[config.mk]
export PLATFORM = sky130hd
export DESIGN_NAME = cpl_device_flat
export DESIGN_NICKNAME = d
export VERILOG_FILES = /design/src/common/cpl_pkg.sv /design/src/common/cpl_if.sv /design/src/rtl/cpl_sync.sv /design/src/rtl/cpl_device.sv /design/src/flat_wrapper.sv
export VERILOG_INCLUDE_DIRS = /design/src /design/src/common
export SDC_FILE = /design/constraint.sdc
export NUM_CORES = 1
export LEC_CHECK = 0
export ABC_AREA = 1
export BUFFER_PORTS_ARGS = -buffer_cell sky130_fd_sc_hd__buf_2
export CORE_MARGIN = 1.5
export CORE_UTILIZATION = 30
export CTS_CLUSTER_DIAMETER = 100
export DETAILED_ROUTE_END_ITERATION = 8
export PLACE_DENSITY = 0.53
export SETUP_SLACK_MARGIN = 0.5
export SLEW_MARGIN = 20
export SYNTH_ARGS = -nofsm -noshare
export SYNTH_HDL_FRONTEND = slang
export SYNTH_SLANG_ARGS = --single-unit
[constraint.sdc]
create_clock -name clk -period 2.7 [get_ports clk]
set_input_delay 0 -clock clk [delete_from_list [all_inputs] [get_ports clk]]
set_output_delay 0 -clock clk [all_outputs]
set_load 0.02 [all_outputs]
[src/common/cpl_cfg.svh]
`ifndef CPL_CFG_SVH
`define CPL_CFG_SVH

// ----------------------------------------
// Channel and control word layout
// ----------------------------------------
`define CPL_NCH 4
`define CPL_CHAN_MAX 8'h03
`define CPL_CTRL_W 16
`define CPL_BIT_CNT_EN 0
`define CPL_BIT_CLEAR 3
`define CPL_BIT_DIR 7
`define CPL_CODE_LSB 9
`define CPL_CODE_MSB 11
`define CPL_SRC_SW 3'h1
`define CPL_SRC_TRIG 3'h2
`define CPL_SRC_CMP 3'h3
`define CPL_SRC_LATCH 3'h4
`define CPL_INCFG_TRIG 8'h02

// ----------------------------------------
// Register offsets and fields
// ----------------------------------------
`define CPL_OFS_PRELOAD 12'h000
`define CPL_OFS_COMMAND 12'h004
`define CPL_OFS_STATUS 12'h008
`define CPL_OFS_INCFG 12'h00C
`define CPL_OFS_CTRL0 12'h010
`define CPL_OFS_CTRL3 12'h01C
`define CPL_ST_ERR_BIT 4
`define CPL_ST_BUSY_BIT 5
`define CPL_ST_CODE_LSB 8
`define CPL_ERR_NONE 8'h00
`define CPL_ERR_CHAN 8'h01

// ----------------------------------------
// Timing
// ----------------------------------------
`define CPL_CLK_NS 10
`define CPL_WR_LOW_NS 20
`define CPL_WR_LOW_CYC ((`CPL_WR_LOW_NS + `CPL_CLK_NS - 1) / `CPL_CLK_NS)

`endif

[src/common/cpl_pkg.sv]
package cpl_pkg;
    typedef logic [2:0] cpl_code_t;
    typedef logic signed [31:0] cpl_word_t;
    typedef enum logic [1:0] {
        CPL_IDLE,
        CPL_STROBE,
        CPL_RECOVER
    } cpl_wr_state_t;
endpackage

[src/common/cpl_if.sv]
`timescale 1ns/10ps
`include "cpl_cfg.svh"
interface cpl_if;
    logic wr_n;
    logic [1:0] wr_chan;
    cpl_pkg::cpl_word_t wr_data;
    logic [`CPL_NCH-1:0][`CPL_CTRL_W-1:0] ctrl_word;
    logic [`CPL_NCH-1:0][7:0] in_cfg;
    logic [`CPL_NCH-1:0] done;

    modport dev (
        input wr_n,
        input wr_chan,
        input wr_data,
        input ctrl_word,
        input in_cfg,
        output done
    );
    modport host (
        output wr_n,
        output wr_chan,
        output wr_data,
        output ctrl_word,
        output in_cfg,
        input done
    );
endinterface

[src/rtl/cpl_sync.sv]
`timescale 1ns/10ps
module cpl_sync #(
    parameter int W = 4
) (
    // Clock and reset
    input wire logic clk,
    input wire logic resetn,
    // Pin side
    input wire logic [W-1:0] pin,
    // Clean side
    output logic [W-1:0] level
);
    logic [W-1:0] s1;
    logic [W-1:0] s2;
    logic [W-1:0] s3;
    logic [W-1:0] agree;

    // A bit only moves once the second and third stages match.
    assign agree = ~(s2 ^ s3);

    always_ff @(posedge clk or negedge resetn) begin
        if (!resetn) begin
            s1 <= '0;
            s2 <= '0;
            s3 <= '0;
            level <= '0;
        end else begin
            s1 <= pin;
            s2 <= s1;
            s3 <= s2;
            level <= (agree & s3) | (~agree & level);
        end
    end
endmodule

[src/rtl/cpl_device.sv]
`timescale 1ns/10ps
`include "cpl_cfg.svh"
module cpl_device (
    // Clock and reset
    input wire logic clk,
    input wire logic resetn,
    // Link to the host end
    cpl_if.dev link,
    // Field terminals
    input wire logic [`CPL_NCH-1:0] channel_trigger_input,
    // Counting logic on the same clock
    input wire logic [`CPL_NCH-1:0] compare_equal_flag,
    input wire logic [`CPL_NCH-1:0] count_step,
    input wire logic [`CPL_NCH-1:0] count_down,
    // Results
    output logic [`CPL_NCH-1:0][31:0] count_value,
    output logic [`CPL_NCH-1:0][31:0] latch_value,
    output logic [`CPL_NCH-1:0] load_pulse
);
    // ----------------------------------------
    // Strobe and input conditioning
    // ----------------------------------------
    logic wr_n_d;
    logic wr_edge;
    logic [`CPL_NCH-1:0] trig_level;
    logic [`CPL_NCH-1:0] trig_d;
    logic [`CPL_NCH-1:0] trig_rise;
    logic [`CPL_NCH-1:0] cmp_d;
    logic [`CPL_NCH-1:0] cmp_rise;

    // The strobe comes from logic on this clock, so no synchroniser.
    assign wr_edge = wr_n_d & ~link.wr_n;

    // Field terminals are asynchronous and may bounce.
    cpl_sync #(
        .W(`CPL_NCH)
    ) u_trig_sync (
        .clk(clk),
        .resetn(resetn),
        .pin(channel_trigger_input),
        .level(trig_level)
    );

    assign trig_rise = trig_level & ~trig_d;
    // A held compare level would pin the count, so only its arrival loads.
    assign cmp_rise = compare_equal_flag & ~cmp_d;

    always_ff @(posedge clk or negedge resetn) begin
        if (!resetn) begin
            wr_n_d <= 1'b1;
            trig_d <= '0;
            cmp_d <= '0;
        end else begin
            wr_n_d <= link.wr_n;
            trig_d <= trig_level;
            cmp_d <= compare_equal_flag;
        end
    end

    // ----------------------------------------
    // Per-channel preload, count and latch
    // ----------------------------------------
    genvar g;
    generate
        for (g = 0; g < `CPL_NCH; g++) begin : gen_ch
            cpl_pkg::cpl_code_t code;
            cpl_pkg::cpl_word_t preload_word;
            cpl_pkg::cpl_word_t count;
            cpl_pkg::cpl_word_t next_preload_word;
            cpl_pkg::cpl_word_t next_count;
            cpl_pkg::cpl_word_t stepped;
            logic sel;
            logic wr_here;
            logic trig_armed;
            logic mode_sw;
            logic mode_trig;
            logic mode_cmp;
            logic mode_latch;
            logic load;
            logic cnt_en;
            logic clear;
            logic dir_down;
            logic next_done;

            // Only a two-bit select exists, so channels above three cannot be hit.
            assign sel = (link.wr_chan == 2'(g));
            assign wr_here = wr_edge & sel;
            assign code = link.ctrl_word[g][`CPL_CODE_MSB:`CPL_CODE_LSB];

            assign mode_sw = (code == `CPL_SRC_SW);
            assign mode_trig = (code == `CPL_SRC_TRIG);
            assign mode_cmp = (code == `CPL_SRC_CMP);
            assign mode_latch = (code == `CPL_SRC_LATCH);
            // A terminal not set up for triggering must not fire a load.
            assign trig_armed = (link.in_cfg[g] == `CPL_INCFG_TRIG);

            // One code per channel, so at most one source is live.
            assign load = (mode_sw & wr_here)
                | (mode_trig & trig_armed & trig_rise[g])
                | (mode_cmp & cmp_rise[g]);

            assign cnt_en = link.ctrl_word[g][`CPL_BIT_CNT_EN];
            assign clear = link.ctrl_word[g][`CPL_BIT_CLEAR];
            assign dir_down = count_down[g] ^ link.ctrl_word[g][`CPL_BIT_DIR];

            // Software mode uses the word arriving with the strobe itself.
            assign next_preload_word = wr_here ? link.wr_data : preload_word;
            assign stepped = dir_down ? (count - 32'sh1) : (count + 32'sh1);
            assign next_count = load ? next_preload_word :
                clear ? 32'sh0 :
                (cnt_en & count_step[g]) ? stepped : count;

            // Set wins over the clear that a fresh host write causes.
            assign next_done = (load & (next_preload_word != 32'sh0))
                | (link.done[g] & ~wr_here);

            always_ff @(posedge clk or negedge resetn) begin
                if (!resetn) begin
                    preload_word <= 32'sh0;
                    count <= 32'sh0;
                    latch_value[g] <= 32'h0;
                    link.done[g] <= 1'b0;
                    load_pulse[g] <= 1'b0;
                end else begin
                    preload_word <= next_preload_word;
                    count <= next_count;
                    link.done[g] <= next_done;
                    load_pulse[g] <= load;
                    if (mode_latch & trig_armed & trig_rise[g]) begin
                        latch_value[g] <= count;
                    end
                end
            end

            assign count_value[g] = count;
        end
    endgenerate
endmodule

[src/flat_wrapper.sv]
// flat-port wrapper written by rule: the top's interface ports become plain ports
module cpl_device_flat 
  (clk, resetn, channel_trigger_input, compare_equal_flag, count_step, count_down, count_value, latch_value, load_pulse, link_wr_n, link_wr_chan, link_wr_data, link_ctrl_word, link_in_cfg, link_done);
  cpl_if link_i ();
  input wire logic clk;
  input wire logic resetn;
  input wire logic [`CPL_NCH-1:0] channel_trigger_input;
  input wire logic [`CPL_NCH-1:0] compare_equal_flag;
  input wire logic [`CPL_NCH-1:0] count_step;
  input wire logic [`CPL_NCH-1:0] count_down;
  output logic [`CPL_NCH-1:0][31:0] count_value;
  output logic [`CPL_NCH-1:0][31:0] latch_value;
  output logic [`CPL_NCH-1:0] load_pulse;
  input wire logic [$bits(link_i.wr_n)-1:0] link_wr_n;
  input wire logic [$bits(link_i.wr_chan)-1:0] link_wr_chan;
  input wire logic [$bits(link_i.wr_data)-1:0] link_wr_data;
  input wire logic [$bits(link_i.ctrl_word)-1:0] link_ctrl_word;
  input wire logic [$bits(link_i.in_cfg)-1:0] link_in_cfg;
  output wire logic [$bits(link_i.done)-1:0] link_done;
  assign link_i.wr_n = link_wr_n;
  assign link_i.wr_chan = link_wr_chan;
  assign link_i.wr_data = link_wr_data;
  assign link_i.ctrl_word = link_ctrl_word;
  assign link_i.in_cfg = link_in_cfg;
  assign link_done = link_i.done;
  cpl_device u_core (.clk(clk), .resetn(resetn), .link(link_i), .channel_trigger_input(channel_trigger_input), .compare_equal_flag(compare_equal_flag), .count_step(count_step), .count_down(count_down), .count_value(count_value), .latch_value(latch_value), .load_pulse(load_pulse));
endmodule
==> out/metrics.cfg <==
[floorplan]
fp.dieH_microns = 306
std_cell_rows = 111
chipWidth_microns = 306
coreArea_sq_mm = 0.0914
initial_utilization = 0.302
ioPinCount = 413
die_area_sq_mm = 0.0939

[pwr]
power_density_mw_per_mm2 = 857
power_uw = 29800
power.ir.vdd_worst_v = 0.000486
leakage_power_summed_over_all_cells_uw = 0.0195

[finish]
post_route_cells_drive_above_1_share = 0.184
postLayoutCoreUtil = 0.381
layout.cells.most_common = sky130_fd_sc_hd__nand2_1
n_diodes = 0
stdcell_area_sq_mm = 0.0348
area_delta_synth_final_pct = 26.1
layout_common_cells = sky130_fd_sc_hd__nand2_1, sky130_fd_sc_hd__inv_1, sky130_fd_sc_hd__dfrtp_1
fin_nets = 4775

[yosys]
synth_top_flop_cell = sky130_fd_sc_hd__dfrtp_1
yosysTopAreaCell = sky130_fd_sc_hd__dfrtp_1
synth-edff-count = 0
synth_top_cell_area_share = 0.377
synth-seq-cells = 417
top_cells_by_area_in_the_synthesized_netlist = sky130_fd_sc_hd__dfrtp_1, sky130_fd_sc_hd__nand2_1, sky130_fd_sc_hd__inv_1
synthCells = 3987
synth-seq-area-share = 0.378
syn_area_sq_mm = 0.0276
yosys.cell_types.count = 39
mean_instance_size_in_the_synthesized_netlist_sq_um = 6.93
yosys_warnings = 0
synthesis.nets = 4288
async_reset_ff_frac = 1.00

[timing]
finalWorstPathRequiredPeriod_ns = 2.11
finalSetupViolations = 0
worst_pin_slew_ns = 0.669
finalClockSkew_ns = 0.0232
clock.fmax_mhz = 473
rsz0062_at_grt = yes
setup-tns-final_ns = 0
timing.final.ws_setup_ns = 0.587
worst_slew_margin_rel = 0.553
finalHoldViolCount = 0
drv_slew = 0
final.period_utilization = 0.783

[detailed_routing]
first_pass_iters = 7
drtIter0Drc = 1706
antenna_violating_nets_post_route = 0
routed_wl_microns = 97500
routed_via_density = 4.63
post_drt_wl_per_cell_microns = 17.1
route.detailed.drc = 0
num_vias = 26404

[placed_design]
hpwlAfterDp_microns = 72000
port_buffers = 372
gpl.final_weighted_congestion = 0.922
placement.cell_area_sq_mm = 0.0312
dp_worst_setup_slack_ns = 0.255

[clock_network]
tritoncts = done
cts_sinks = 417
cts_htree_levels = 2
cts_buffer_depth = 3
cts_buffer_count = 52
cts.reportedPaths.clkPinSlew_ns = 0.06
clk_latency_ns = 0.64
ctsRootBufferMaster = sky130_fd_sc_hd__clkbuf_16

[worst_setup_path]
worst-setup-path-type = reg2reg
worst_ep_required_time_ns = 3.20
critical_path_arrival_ns = 2.61
worstSetupEndpointType = register
critPathMaxFanout = 4
worst_setup_sp_type = register

[flow_run]
timing.max_cap.violations = 0

[grt]
global_route_wire_length_before_repair_microns = 145000
total_track_usage = 0.201
grt_remaining_overflow = 0
antenna_violations_before_repair = 6
first_global_vias = 24713
grt_max_degree = 69

[min_path]
timing.hold.worst.class = in2reg

[status]
outcome = completed

-- metal layers --
layer,track usage,routed length [microns]
met4,0.0653,2990
met2,0.313,42900
met5,0,37
met3,0.0350,5090
met1,0.280,46500
-- cell families (layout without fill, tap and decap cells) --
logic type / after synthesis / in the layout / synth area share
AO/OA/AOI/OAI: 429 / 429 / 0.0800
XOR/XNOR: 40 / 40 / 0.0127
adder cells (fa/ha/maj): 156 / 156 / 0.0714
buffers and inverters: 816 / 1340 / 0.118
flip-flops: 417 / 417 / 0.378
multiplexers: 107 / 107 / 0.0436
AND/OR/NAND/NOR: 2022 / 2027 / 0.296
-- area by class of cell --
class | instances | area (sq um)
tap | 1186 | 1480
timing repair buffer | 511 | 3480
sequential | 417 | 10400
fill | 9749 | 56600
clock inverter | 19 | 307
multi-input combinational | 2759 | 14800
inverter | 733 | 2770
clock buffer | 77 | 1580
-- timing repair --
action	CTS	global route
endpoints found under the setup margin	97	117
hold buffers	61	0
hold endpoints to repair	574	0
cloned	2	10
buffers inserted	3	10
gates resized for setup	28	175
pin swaps	2	25
-- state kept, by name, summed over array words and instances, names as in the netlist, named ones only --
name and count:
u_core.gen_ch.count 128, u_core.gen_ch.preload_word 128, u_core.latch_value 128, u_core.cmp_d 4
u_core.link.done 4, u_core.load_pulse 4, u_core.trig_d 4, u_core.u_trig_sync.s1 4
u_core.u_trig_sync.s2 4, u_core.u_trig_sync.s3 4, u_core.wr_n_d 1
-- through the flow --
stage               cells  hold WS [ns]
floorplan            3987        -0.296
global placement     5520       -0.0104
detailed placement   5520      -0.00908
CTS                  5682       0.00270
global route         5702        0.0323
finish               5702        0.0463
-- cell usage after synthesis (2+ instances only) --
cell	instances
sky130_fd_sc_hd__buf_4	14
sky130_fd_sc_hd__inv_1	725
sky130_fd_sc_hd__maj3_1	4
sky130_fd_sc_hd__nand2_1	1358
sky130_fd_sc_hd__and2_1	10
sky130_fd_sc_hd__nor4_1	2
sky130_fd_sc_hd__a21oi_1	176
sky130_fd_sc_hd__a21o_1	4
sky130_fd_sc_hd__nand2_2	4
sky130_fd_sc_hd__buf_2	34
sky130_fd_sc_hd__nor2_1	336
sky130_fd_sc_hd__nand3b_1	10
sky130_fd_sc_hd__nand3_1	198
sky130_fd_sc_hd__ha_1	148
sky130_fd_sc_hd__xor2_1	19
sky130_fd_sc_hd__inv_2	7
sky130_fd_sc_hd__nand4_1	24
sky130_fd_sc_hd__o21ai_1	74
sky130_fd_sc_hd__o21ai_0	145
sky130_fd_sc_hd__xnor2_1	21
sky130_fd_sc_hd__or2_2	15
sky130_fd_sc_hd__nor2_4	3
sky130_fd_sc_hd__nand2_4	5
sky130_fd_sc_hd__o21bai_1	9
sky130_fd_sc_hd__nor3_1	52
sky130_fd_sc_hd__fa_1	4
sky130_fd_sc_hd__buf_6	15
sky130_fd_sc_hd__mux2_2	107
sky130_fd_sc_hd__dfrtp_1	416
sky130_fd_sc_hd__a31oi_1	20
sky130_fd_sc_hd__clkbuf_1	20
-- power by group --
| part | switching [uW] | internal (uW) | leakage [uW] | total [uW] |
|---|---|---|---|---|
| Sequential | 1200 | 7310 | 0.00520 | 8510 |
| Combinational | 8850 | 4760 | 0.0134 | 13600 |
| Clock | 2930 | 4780 | 0.000923 | 7710 |
| Total | 13000 | 16900 | 0.0195 | 29800 |
-- worst max-delay path: stages, from the launching register on --
cell,delay [ns]
sky130_fd_sc_hd__dfrtp_1,0.41
sky130_fd_sc_hd__ha_1,0.40
sky130_fd_sc_hd__nand2_1,0.15
sky130_fd_sc_hd__nor2_1,0.21
sky130_fd_sc_hd__nand3_1,0.11
sky130_fd_sc_hd__nand3_1,0.23
sky130_fd_sc_hd__nand2_1,0.14
sky130_fd_sc_hd__nand3_1,0.09
sky130_fd_sc_hd__nand2_1,0.05
sky130_fd_sc_hd__nand3_1,0.12
sky130_fd_sc_hd__a21oi_1,0.08
-- final timing paths --
check	startpoint	endpoint	slack [ns]	cells past startpoint
setup / recovery	u_core.gen_ch[3].count[8]	u_core.gen_ch[3].count[26]	0.59	10
hold / removal	compare_equal_flag[0]	u_core.cmp_d[0]	0.05	2
setup reg to reg	u_core.gen_ch[3].count[8]	u_core.gen_ch[3].count[26]	0.59	10
hold reg to reg	u_core.u_trig_sync.s1[1]	u_core.u_trig_sync.s2[1]	0.35	0
max in group asynchronous	resetn	u_core.gen_ch[3].count[11]	2.03	4
min in group asynchronous	resetn	u_core.gen_ch[0].count[20]	0.10	3
(Power assumes the default switching activity.)
